===== src/rtl/hs_cmd_pkg.sv =====
/*
 * Constants, field layout and state type for the host command control block.
 * Assumes a single 20 MHz clock domain and one asynchronous active-low reset.
 */
package hs_cmd_pkg;

    // ==================================================================
    // Widths
    localparam int REG_W = 32;
    localparam int FIDX_W = 14;
    localparam int LIDX_W = 10;
    localparam int BASE_LSB = 12;

    // ==================================================================
    // Command register field positions
    localparam int CMD_RS_BIT = 0;
    localparam int CMD_RESET_BIT = 1;
    localparam int CMD_FLS_LSB = 2;
    localparam int CMD_FLS_MSB = 3;
    localparam int CMD_PSE_BIT = 4;

    // Status register and capability word positions
    localparam int STS_HALTED_BIT = 12;
    localparam int CAP_PROG_LIST_BIT = 1;

    // ==================================================================
    // Frame list size encodings
    localparam logic [1:0] FLS_1024 = 2'h0;
    localparam logic [1:0] FLS_512 = 2'h1;
    localparam logic [1:0] FLS_256 = 2'h2;
    localparam logic [1:0] FLS_RSVD = 2'h3;

    // ==================================================================
    // Reset values
    localparam logic [1:0] FLS_RESET = FLS_1024;
    localparam logic RS_RESET = 1'b0;
    localparam logic PSE_RESET = 1'b0;
    localparam logic SOFT_RESET_RESET = 1'b0;
    localparam logic HALTED_RESET = 1'b1;
    localparam logic [REG_W-1:0] RD_RESET = 32'h0000_0000;
    localparam logic [REG_W-1:0] STS_RESET = 32'h0000_1000;

    // ==================================================================
    // Timing
    localparam int CLK_PERIOD_NS = 50;
    localparam int UFRAME_TIME_NS = 125000;
    localparam int UFRAME_CYCLES = UFRAME_TIME_NS / CLK_PERIOD_NS;
    localparam int UFRAMES_LOG2 = 3;
    localparam int SOFT_RESET_TIME_NS = 2000;
    localparam int SOFT_RESET_CYCLES = (SOFT_RESET_TIME_NS + CLK_PERIOD_NS - 1) / CLK_PERIOD_NS;

    // ==================================================================
    // Controller execution states
    typedef enum logic [1:0] {
        ST_HALTED,
        ST_RUNNING,
        ST_DRAINING,
        ST_RESETTING
    } ctrl_state_t;

endpackage


===== src/rtl/frame_index_counter.sv =====
/*
 * Microframe divider and frame index counter.
 * Assumes clear and run come from logic on the same clock.
 */
`timescale 1ns/1ns
module frame_index_counter #(
    parameter int UFRAME_CYCLES = hs_cmd_pkg::UFRAME_CYCLES,
    parameter int FIDX_W = hs_cmd_pkg::FIDX_W
) (
    input wire logic clk,
    input wire logic arst_n,
    input wire logic clear,
    input wire logic run,
    output logic [FIDX_W-1:0] frame_index_q,
    output logic uframe_tick_q
);
    import hs_cmd_pkg::*;

    localparam int DIV_W = $clog2(UFRAME_CYCLES + 1);
    localparam logic [DIV_W-1:0] DIV_LAST = DIV_W'(UFRAME_CYCLES - 1);

    logic [DIV_W-1:0] div_q;

    // ==================================================================
    // Microframe divider
    always_ff @(posedge clk or negedge arst_n) begin
        if (!arst_n) begin
            div_q <= '0;
        end else if (clear || !run) begin
            div_q <= '0;
        end else if (div_q == DIV_LAST) begin
            div_q <= '0;
        end else begin
            div_q <= div_q + DIV_W'(1);
        end
    end

    always_ff @(posedge clk or negedge arst_n) begin
        if (!arst_n) begin
            uframe_tick_q <= 1'b0;
        end else begin
            uframe_tick_q <= run && !clear && (div_q == DIV_LAST);
        end
    end

    // ==================================================================
    // Frame index, one step per microframe
    always_ff @(posedge clk or negedge arst_n) begin
        if (!arst_n) begin
            frame_index_q <= '0;
        end else if (clear) begin
            frame_index_q <= '0;
        end else if (run && (div_q == DIV_LAST)) begin
            frame_index_q <= frame_index_q + FIDX_W'(1);
        end
    end

endmodule


===== src/rtl/hs_host_command_control.sv =====
/*
 * Command control of a high-speed host controller: run/stop with halted
 * reporting, the software controller reset sequence, periodic schedule
 * enable, frame list size and periodic list fetch addressing.
 * Assumes every input comes from logic on the same clock; the pipeline
 * busy level and port requests are driven by neighbouring blocks.
 */
//
// Summary of operation
// [RL1] Periodic fetches start at the base held in the periodic list base.
// [RL2] Frame list size resets to 00b; writable only with capability bit 1.
// [RL3] Size 00b is 1024 entries, 01b 512, 10b 256, 11b reserved.
// [RL4] Selected size picks which frame index bits form the list index.
// [RL5] Soft reset returns pipelines, timers, counters and state machines to start.
// [RL6] Soft reset restores operational and per-port registers and port state.
// [RL7] Soft reset aborts the transaction in flight and drives no bus reset.
// [RL8] Soft reset leaves host-bus configuration registers untouched.
// [RL9] Soft reset hands every downstream port back to companion controllers.
// [RL10] Hardware clears the reset bit when done; writing zero cannot end it.
// [RL11] Software reinitialises the controller after a soft reset.
// [RL12] Software checks halted before asking for a soft reset.
// [RL13] Run/stop one means run; the schedule executes while it is set.
// [RL14] Clearing run/stop drains the pipeline, then the controller halts.
// [RL15] Halted flag reports that draining finished and the controller stopped.
// [RL16] Software sees halted at one before setting run/stop.
// [RL17] Periodic enable resets to zero; at zero the periodic schedule is skipped.
// [RL18] Halted resets to one, reads zero while running, sets on any stop.
// [RL19] Without capability, size writes are dropped and the default stays.
`timescale 1ns/1ns
module hs_host_command_control #(
    parameter int NUM_PORTS = 4,
    parameter int UFRAME_CYCLES = hs_cmd_pkg::UFRAME_CYCLES,
    parameter int SOFT_RESET_CYCLES = hs_cmd_pkg::SOFT_RESET_CYCLES
) (
    input wire logic clk,
    input wire logic arst_n,
    input wire logic cmd_wr_en,
    input wire logic [hs_cmd_pkg::REG_W-1:0] cmd_wr_data,
    output logic [hs_cmd_pkg::REG_W-1:0] cmd_rd_data,
    output logic [hs_cmd_pkg::REG_W-1:0] status_rd_data,
    input wire logic [hs_cmd_pkg::REG_W-1:0] capability_parameters,
    input wire logic [hs_cmd_pkg::REG_W-1:0] periodic_list_base_a,
    input wire logic pipe_busy,
    input wire logic hw_stop_req,
    input wire logic port_claim_wr,
    input wire logic [NUM_PORTS-1:0] port_claim_data,
    input wire logic [NUM_PORTS-1:0] port_reset_req,
    output logic schedule_exec,
    output logic periodic_fetch_req,
    output logic [hs_cmd_pkg::REG_W-1:0] periodic_fetch_addr,
    output logic [hs_cmd_pkg::LIDX_W-1:0] list_index,
    output logic txn_abort,
    output logic soft_reset_active,
    output logic [NUM_PORTS-1:0] port_companion_owned,
    output logic [NUM_PORTS-1:0] port_bus_reset
);
    import hs_cmd_pkg::*;

    localparam int RCNT_W = $clog2(SOFT_RESET_CYCLES + 1);
    localparam logic [RCNT_W-1:0] RCNT_LAST = RCNT_W'(SOFT_RESET_CYCLES - 1);

    // ==================================================================
    // Frame list index selection
    // [RL3] [RL4] Size picks index bits.
    function automatic logic [LIDX_W-1:0] frame_list_index(
        input logic [1:0] fls,
        input logic [FIDX_W-1:0] fidx
    );
        logic [LIDX_W-1:0] idx;
        idx = fidx[12:3];
        case (fls)
            FLS_1024: begin
                idx = fidx[12:3];
            end
            FLS_512: begin
                idx = {1'b0, fidx[11:3]};
            end
            FLS_256: begin
                idx = {2'b00, fidx[10:3]};
            end
            default: begin
                // The reserved code is walked like the full list so fetches stay in range.
                idx = fidx[12:3];
            end
        endcase
        return idx;
    endfunction

    ctrl_state_t state_q;
    logic rs_q;
    logic soft_reset_q;
    logic pse_q;
    logic [1:0] fls_q;
    logic halted_q;
    logic [RCNT_W-1:0] rcnt_q;
    logic [REG_W-1:0] cmd_rd_q;
    logic [REG_W-1:0] status_rd_q;
    logic exec_q;
    logic fetch_req_q;
    logic [REG_W-1:0] fetch_addr_q;
    logic [LIDX_W-1:0] list_index_q;
    logic abort_q;
    logic [NUM_PORTS-1:0] owner_q;
    logic [NUM_PORTS-1:0] bus_reset_q;
    logic [FIDX_W-1:0] frame_index;
    logic uframe_tick;
    logic reset_start;
    logic resetting;
    logic sw_write;
    logic fidx_clear;
    logic fidx_run;

    assign resetting = soft_reset_q;
    // [RL12] Requests while not halted are taken anyway; software avoids them.
    assign reset_start = cmd_wr_en && cmd_wr_data[CMD_RESET_BIT] && !soft_reset_q;
    // Field writes that coincide with a reset request are dropped, the reset wins.
    assign sw_write = cmd_wr_en && !soft_reset_q && !cmd_wr_data[CMD_RESET_BIT];
    assign fidx_clear = reset_start || resetting;
    assign fidx_run = (state_q == ST_RUNNING);

    // ==================================================================
    // Soft reset sequence
    // [RL10] Self-clearing reset bit.
    always_ff @(posedge clk or negedge arst_n) begin
        if (!arst_n) begin
            soft_reset_q <= SOFT_RESET_RESET;
        end else if (reset_start) begin
            soft_reset_q <= 1'b1;
        end else if (soft_reset_q && (rcnt_q == RCNT_LAST)) begin
            soft_reset_q <= 1'b0;
        end
    end

    always_ff @(posedge clk or negedge arst_n) begin
        if (!arst_n) begin
            rcnt_q <= '0;
        end else if (!soft_reset_q) begin
            rcnt_q <= '0;
        end else begin
            rcnt_q <= rcnt_q + RCNT_W'(1);
        end
    end

    // ==================================================================
    // Run/stop control
    // [RL13] Run/stop bit storage.
    always_ff @(posedge clk or negedge arst_n) begin
        if (!arst_n) begin
            rs_q <= RS_RESET;
        end else if (reset_start || resetting) begin
            rs_q <= RS_RESET;
        end else if (hw_stop_req) begin
            // [RL18] Hardware stop clears run.
            rs_q <= 1'b0;
        end else if (sw_write) begin
            rs_q <= cmd_wr_data[CMD_RS_BIT];
        end
    end

    // ==================================================================
    // Schedule enable and frame list size
    // [RL17] Periodic enable defaults off.
    always_ff @(posedge clk or negedge arst_n) begin
        if (!arst_n) begin
            pse_q <= PSE_RESET;
        end else if (reset_start || resetting) begin
            pse_q <= PSE_RESET;
        end else if (sw_write) begin
            pse_q <= cmd_wr_data[CMD_PSE_BIT];
        end
    end

    // [RL2] [RL19] Size writable with capability.
    always_ff @(posedge clk or negedge arst_n) begin
        if (!arst_n) begin
            fls_q <= FLS_RESET;
        end else if (reset_start || resetting) begin
            fls_q <= FLS_RESET;
        end else if (sw_write && capability_parameters[CAP_PROG_LIST_BIT]) begin
            fls_q <= cmd_wr_data[CMD_FLS_MSB:CMD_FLS_LSB];
        end
    end

    // ==================================================================
    // Execution state machine
    // [RL5] [RL14] Drain, halt and reset states.
    always_ff @(posedge clk or negedge arst_n) begin
        if (!arst_n) begin
            state_q <= ST_HALTED;
        end else if (reset_start) begin
            state_q <= ST_RESETTING;
        end else begin
            case (state_q)
                ST_HALTED: begin
                    if (rs_q) begin
                        state_q <= ST_RUNNING;
                    end
                end
                ST_RUNNING: begin
                    if (!rs_q) begin
                        state_q <= ST_DRAINING;
                    end
                end
                ST_DRAINING: begin
                    // A restart during draining waits for the halt, so no
                    // transaction is cut off.
                    if (!pipe_busy) begin
                        state_q <= ST_HALTED;
                    end
                end
                ST_RESETTING: begin
                    if (soft_reset_q && (rcnt_q == RCNT_LAST)) begin
                        state_q <= ST_HALTED;
                    end
                end
                default: begin
                    state_q <= ST_HALTED;
                end
            endcase
        end
    end

    // [RL15] [RL18] Halted follows the state.
    always_ff @(posedge clk or negedge arst_n) begin
        if (!arst_n) begin
            halted_q <= HALTED_RESET;
        end else begin
            halted_q <= (state_q == ST_HALTED) || (state_q == ST_RESETTING);
        end
    end

    // [RL13] [RL14] Schedule executes while running or draining.
    always_ff @(posedge clk or negedge arst_n) begin
        if (!arst_n) begin
            exec_q <= 1'b0;
        end else begin
            exec_q <= !reset_start
                && ((state_q == ST_RUNNING) || (state_q == ST_DRAINING));
        end
    end

    // [RL7] Abort pulse on reset entry.
    always_ff @(posedge clk or negedge arst_n) begin
        if (!arst_n) begin
            abort_q <= 1'b0;
        end else begin
            abort_q <= reset_start;
        end
    end

    // ==================================================================
    // Frame index and periodic fetch
    // [RL5] Counters cleared by the reset sequence.
    frame_index_counter #(
        .UFRAME_CYCLES(UFRAME_CYCLES),
        .FIDX_W(FIDX_W)
    ) u_fidx (
        .clk(clk),
        .arst_n(arst_n),
        .clear(fidx_clear),
        .run(fidx_run),
        .frame_index_q(frame_index),
        .uframe_tick_q(uframe_tick)
    );

    always_ff @(posedge clk or negedge arst_n) begin
        if (!arst_n) begin
            list_index_q <= '0;
        end else begin
            list_index_q <= frame_list_index(fls_q, frame_index);
        end
    end

    // [RL1] [RL17] Fetch from base when enabled.
    always_ff @(posedge clk or negedge arst_n) begin
        if (!arst_n) begin
            fetch_req_q <= 1'b0;
            fetch_addr_q <= RD_RESET;
        end else begin
            fetch_req_q <= 1'b0;
            if (uframe_tick && pse_q && (state_q == ST_RUNNING) && !reset_start
                    && (frame_index[UFRAMES_LOG2-1:0] == '0)) begin
                fetch_req_q <= 1'b1;
                fetch_addr_q <= {periodic_list_base_a[REG_W-1:BASE_LSB],
                                 frame_list_index(fls_q, frame_index), 2'b00};
            end
        end
    end

    // ==================================================================
    // Port ownership and port reset signalling
    // [RL6] [RL9] Ports revert to companion.
    always_ff @(posedge clk or negedge arst_n) begin
        if (!arst_n) begin
            owner_q <= '1;
        end else if (reset_start || resetting) begin
            owner_q <= '1;
        end else if (port_claim_wr) begin
            owner_q <= port_claim_data;
        end
    end

    // [RL7] No bus reset during soft reset.
    always_ff @(posedge clk or negedge arst_n) begin
        if (!arst_n) begin
            bus_reset_q <= '0;
        end else if (reset_start || resetting) begin
            bus_reset_q <= '0;
        end else begin
            bus_reset_q <= port_reset_req;
        end
    end

    // ==================================================================
    // Read-back
    // [RL8] Capability input is only read, never reset here.
    always_ff @(posedge clk or negedge arst_n) begin
        if (!arst_n) begin
            cmd_rd_q <= RD_RESET;
            status_rd_q <= STS_RESET;
        end else begin
            cmd_rd_q <= RD_RESET;
            cmd_rd_q[CMD_RS_BIT] <= rs_q;
            cmd_rd_q[CMD_RESET_BIT] <= soft_reset_q;
            cmd_rd_q[CMD_FLS_MSB:CMD_FLS_LSB] <= fls_q;
            cmd_rd_q[CMD_PSE_BIT] <= pse_q;
            status_rd_q <= RD_RESET;
            status_rd_q[STS_HALTED_BIT] <= halted_q;
        end
    end

    assign cmd_rd_data = cmd_rd_q;
    assign status_rd_data = status_rd_q;
    assign schedule_exec = exec_q;
    assign periodic_fetch_req = fetch_req_q;
    assign periodic_fetch_addr = fetch_addr_q;
    assign list_index = list_index_q;
    assign txn_abort = abort_q;
    assign soft_reset_active = soft_reset_q;
    assign port_companion_owned = owner_q;
    assign port_bus_reset = bus_reset_q;

endmodule


===== config.mk =====
export PLATFORM = sky130hd
export DESIGN_NAME = hs_host_command_control
export DESIGN_NICKNAME = d
export VERILOG_FILES = /design/src/rtl/hs_cmd_pkg.sv /design/src/rtl/frame_index_counter.sv /design/src/rtl/hs_host_command_control.sv
export SDC_FILE = /design/constraint.sdc
export NUM_CORES = 1
export LEC_CHECK = 0
export ABC_AREA = 0
export BUFFER_PORTS_ARGS = -buffer_cell sky130_fd_sc_hd__clkbuf_2
export CAP_MARGIN = 20
export CORE_ASPECT_RATIO = 2
export CORE_MARGIN = 2
export CORE_UTILIZATION = 48
export DETAILED_ROUTE_END_ITERATION = 10
export PLACE_DENSITY_LB_ADDON = 0.1
export REMOVE_ABC_BUFFERS = 1
export SYNTH_ARGS = -nofsm -noshare
export SYNTH_HDL_FRONTEND = slang
export SYNTH_SLANG_ARGS = --single-unit

===== constraint.sdc =====
create_clock -name clk -period 3.9 [get_ports clk]
set_input_delay 0.195 -clock clk [delete_from_list [all_inputs] [get_ports clk]]
set_output_delay 0.195 -clock clk [all_outputs]
set_load 0.005 [all_outputs]

After elaboration in Yosys (flattened, before gate mapping)
Index checks and enable logic that the tools add are counted.
- bits of input ports: 110
- memories kept: 0
- bits in registers: 98
- output and inout port bits: 118
- RAM bits: 0
- bits in latches: 0
- memory bits (read-only): 0
- word-level logic and storage cells: 90
- shift operators: 0
- equality and inequality tests: 11
- div/mod/pow operators: 0
- add/sub/neg operators: 3
- mux-type cells: 25
- reduce and logical (&&, ||, !) cells: 32
- multiply operators: 0
- magnitude comparators: 0
- bitwise gates (word level): 0
- operators by type and width (cell ; count):
    14-bit 2-to-1 mux ; 2
    12-bit 2-to-1 mux ; 2
    10-bit case mux with 2 select lines ; 1
    14-bit by 1-bit adder with 14-bit output, second input constant ; 1
    1-bit logical AND ; 14
    2-bit 2-to-1 mux ; 7
    12-bit by 1-bit adder with 12-bit output, second input constant ; 1
    12-bit equality test, second input constant ; 1
    4-bit 2-to-1 mux ; 3
    3-bit != test, second input constant ; 4
    2-bit nonzero test ; 5
    1-bit 2-to-1 mux ; 8
    2-bit case mux with 4 select lines ; 1
    6-bit by 1-bit adder with 6-bit output, second input constant ; 1
    2-bit equality test, second input constant ; 3
    6-bit equality test, second input constant ; 1
    6-bit 2-to-1 mux ; 1
    1-bit logical NOT ; 5
    2-bit by 1-bit equality test with 1-bit output, second input constant ; 2
    1-bit logical OR ; 4
    4-bit AND reduction ; 1
    3-bit logical NOT ; 1
    3-bit nonzero test ; 1
    2-bit logical NOT ; 1

Depth between registers and ports, before layout
- word-level depth: 6
- gate-level depth with buffers: 7
- mapped depth without buffers: 6

Hierarchy
A second synthesis with hierarchy kept.
- cells, all modules: 385
- area, all modules: 4599.4 um^2
- modules (own cells, without submodules) (module ; instances ; area each (um^2) ; cells each ; seq. area each (um^2)):
    hs_host_command_control ; 1 ; 3214.3 ; 243 ; 1784.2
    frame_index_counter ; 1 ; 1385.1 ; 142 ; 675.6

Worst setup path before layout
No wires, ideal clock.
- kind: reg-to-reg
- start: register state_q[1]
- end: register u_fidx.frame_index_q[12]
- required time: 3.822 ns
- stages on the path, launching flop included: 8
- setup time: 0.078 ns
- path slack: 1.573 ns
- buffers on the path: 1
- arrival: 2.249 ns
- path through: dfrtp_1 inv_1 ha_1 or4bb_1 or4_1 clkbuf_2 or3_1 a21oi_1
- longest elaborated chain between the ends: 3
- RTL lines (element ; RTL line ; RTL):
    start, declared ; hs_host_command_control.sv:89 ; ctrl_state_t state_q;
    start signal, assigned ; hs_host_command_control.sv:189 ; state_q <= ST_HALTED;
    start signal, assigned ; hs_host_command_control.sv:191 ; state_q <= ST_RESETTING;
    start signal, assigned ; hs_host_command_control.sv:196 ; state_q <= ST_RUNNING;
    2-bit by 1-bit equality test with 1-bit output ; hs_host_command_control.sv:119 ; assign fidx_run = (state_q == ST_RUNNING);
    1-bit logical AND ; frame_index_counter.sv:53 ; end else if (run && (div_q == DIV_LAST)) begin
    2-bit nonzero test (no line) ; - ;
    end signal, assigned ; frame_index_counter.sv:54 ; frame_index_q <= frame_index_q + FIDX_W'(1);
    end, declared ; frame_index_counter.sv:14 ; output logic [FIDX_W-1:0] frame_index_q,
No other way between the ends.
A chain may end at the register's enable or synchronous reset.

Worst setup path after layout
- start: register state_q[1]
- end: register u_fidx.frame_index_q[6]
The elaborated chain is that of the path after synthesis.

==> out/qor.yml <==
job:
  maxCapViolCount: 0
yosys:
  syn_area_um2: 4463
  synth-edff-count: 0
  syn_avg_cell_area_um2: 11.41
  ys_seq_area_frac: 0.5456
  synth-async-reset-ratio: 1.000
  ys_ff_latch: 97
  synth_cell_type_count: 43
  yosysWarningCount: 0
  synth_ff_type: "dfrtp_1"
  syn_inst: 391
power:
  p_leak_uw: 0.002565
  clkPwrFrac: 0.354
  netSwitchingPower_uw: 597.9
  share_seq_of_total_power: 0.500
  ir_drop_mv: 0.4040
  switching_share: 0.2569
  p_int_uw: 1730
  fin_total_pwr_uw: 2328
  pwr-share-comb: 0.146
  power-per-cell-area_nw_per_um2: 455.3
global_routing:
  grt-ovfl-total: 0
  antenna_found_initial: 0
  use_met2: 0.2873
  grt_usage: 0.1614
  grt_pass1_wl_mm: 12.82
  met3_usage: 0.04317
  grt_pass1_vias: 2798
  grt_max_degree: 73
  use_met1: 0.1730
  top_usage_layer: "met2"
status:
  violations: "negative hold slack"
  status: "finished with violations"
placed_design:
  port-buffer-count: 97
  dp_hpwl_mm: 5.741
  gp_congestion: 0.7601
cells_and_area:
  drive_gt1_frac: 0.3091
  final_common_cell: "clkbuf_2"
  antennaDiodeCount: 0
  final_cell_mix: "96 x clkbuf_2, 91 x dfrtp_1, 60 x conb_1"
  area_delta_synth_final_pct: 14.55
  nets: 611
worst_setup_path:
  crit_arrival_ps: 2840
  cp_slowest_stage_delay_ps: 610
  reg2reg_depth: 6
  crit_chain: "inv_1, ha_1, or4bb_1, or4_1, or3_1, a21oi_1"
  worstSetupStartpointType: "flop"
  r2r_start: "state_q[1]"
  cp_slowest_cell: "or4_1"
  crit_path_end_kind: "flop"
  required_ps: 4150
  crit_fanout: 8
  r2r_slack_ps: 1310
  r2r_end: "u_fidx.frame_index_q[6]"
  path_class: "reg2reg"
clocking:
  worstSkewPairLatency_ps: 340
  clk_pin_slew_ps: 60
  clockBufferDepth: 2
  htree_levels: 3
  clk_root_buffer_cell: "clkbuf_16"
  numCtsBuffers: 9
  cts.sinks: 97
  post_cts_buffers: 0
  postCtsHoldBufs: 1
  cts_tree: "built"
  ctsResizeCount: 0
die:
  placeableCoreArea_um2: 9012
  die_width_um: 72.19
  rows: 49
  ios: 228
  dieArea_um2: 10130
  fp.dieH_um: 140.4
  start_util: 0.4952
routing:
  vias_per_cell: 4.894
  wl_per_cell_um: 13.26
  drtIter0Drc: 135
  drc: 0
  dr.pass1.iters: 4
  vias: 2922
  routed_wirelength_mm: 7.915
  ant_nets: 0
sta:
  skew_ps: 6.463
  hold_viol: 27
  clock.fmax_mhz: 386.2
  maxSlewViolCount: 0
  setup_tns_ps: 0
  rsz0062_at_grt: "no"
  finalCritPeriodShare: 0.6639
  holdWs_ps: -30.99
  setup_viol: 0
  tightest_slew_ps: 892.6
  max-slew-margin-rel: 0.4050
  period_needed_ps: 2589
worst_hold_path:
  min_path_type: "in2async"
[critical path: cells and delay by family, from the launching register on]
family | cells | cell delay [ps]
compound gates | 1 | 150
buf+inv | 1 | 140
flops | 1 | 420
simple gates | 3 | 1490
fa+ha+maj | 1 | 310
[synth_stat cells (6+ instances only)]
library cell	number	area share
and2_1	11	0.015
clkbuf_1	6	0.0050
nand2_1	17	0.014
nand4_1	10	0.014
nand3_1	15	0.017
mux2_2	30	0.076
xnor2_1	9	0.018
xor2_1	8	0.016
a21oi_1	14	0.016
dfrtp_1	91	0.51
o21ai_0	8	0.0090
nor2_1	31	0.026
ha_1	11	0.031
buf_4	60	0.10
dfstp_2	6	0.035
mux2i_1	6	0.013
or3_1	7	0.0098
inv_1	10	0.0084
[worst max path at each step]
stage / slack, ps / end / startpoint / depth (start not counted)
floorplan: 1590 / u_fidx.frame_index_q[6] / state_q[1] / 6
global placement: 1320 / u_fidx.frame_index_q[6] / state_q[1] / 6
detailed placement: 1310 / u_fidx.frame_index_q[6] / state_q[1] / 6
CTS: 1290 / u_fidx.frame_index_q[6] / state_q[1] / 6
global route: 1150 / u_fidx.frame_index_q[8] / state_q[1] / 6
finish: 1310 / u_fidx.frame_index_q[6] / state_q[1] / 6
[through the flow]
stage / area, um2 / instances / utilization / setup slack [ps]
global route: 5112 / 597 / 0.5673 / 1153
finish: 5112 / 597 / 0.5673 / 1311
floorplan: 4180 / 378 / - / 1595
detailed placement: 4818 / 580 / 0.5346 / 1305
CTS: 5112 / 597 / 0.5673 / 1293
global placement: 4818 / 580 / 0.5346 / 1322
[routing by layer]
layer | share of wire | vias up
met2 | 0.54 | 108
li1 | - | 1401
met4 | 0.021 | 0
met1 | 0.37 | 1403
met3 | 0.064 | 10
met5 | 0 | -
[cell families (layout without fill, tap and decap cells)]
kind of cell,count (synthesis),after routing,synth area share
XOR/XNOR,17,17,0.03336
buffers and inverters,82,127,0.1214
AND/OR/NAND/NOR,118,118,0.1421
AO/OA/AOI/OAI,29,29,0.03673
adder cells (fa/ha/maj),11,11,0.03084
other,1,60,0.0008402
multiplexers,36,36,0.08915
flip-flops,97,97,0.5456
[power by group through the flow]
stage	clock network, uW	registers [uW]	logic, uW
floorplan	0	1170	216
global placement	0	1180	333
detailed placement	0	1180	343
CTS	849	1170	346
global route	892	1180	396
finish	823	1160	340
[sequential cells by signal (all words and copies together), names as in the netlist, 4 cells and up]
signal                cells
u_fidx.frame_index_q     13
u_fidx.div_q             12
list_index               10
port_bus_reset            4
port_companion_owned      4
periodic_fetch_addr      30
rcnt_q                    6
cmd_rd_data               5
[area by class of cell]
cell class | instances | area (um2)
clock inverter | 4 | 27.53
multi-input combinational | 271 | 1708
fill | 814 | 3900
inverter | 10 | 37.54
timing repair buffer | 101 | 520.5
clock buffer | 12 | 256.5
sequential | 97 | 2435
tap | 102 | 127.6
(Power assumes the default switching activity.)
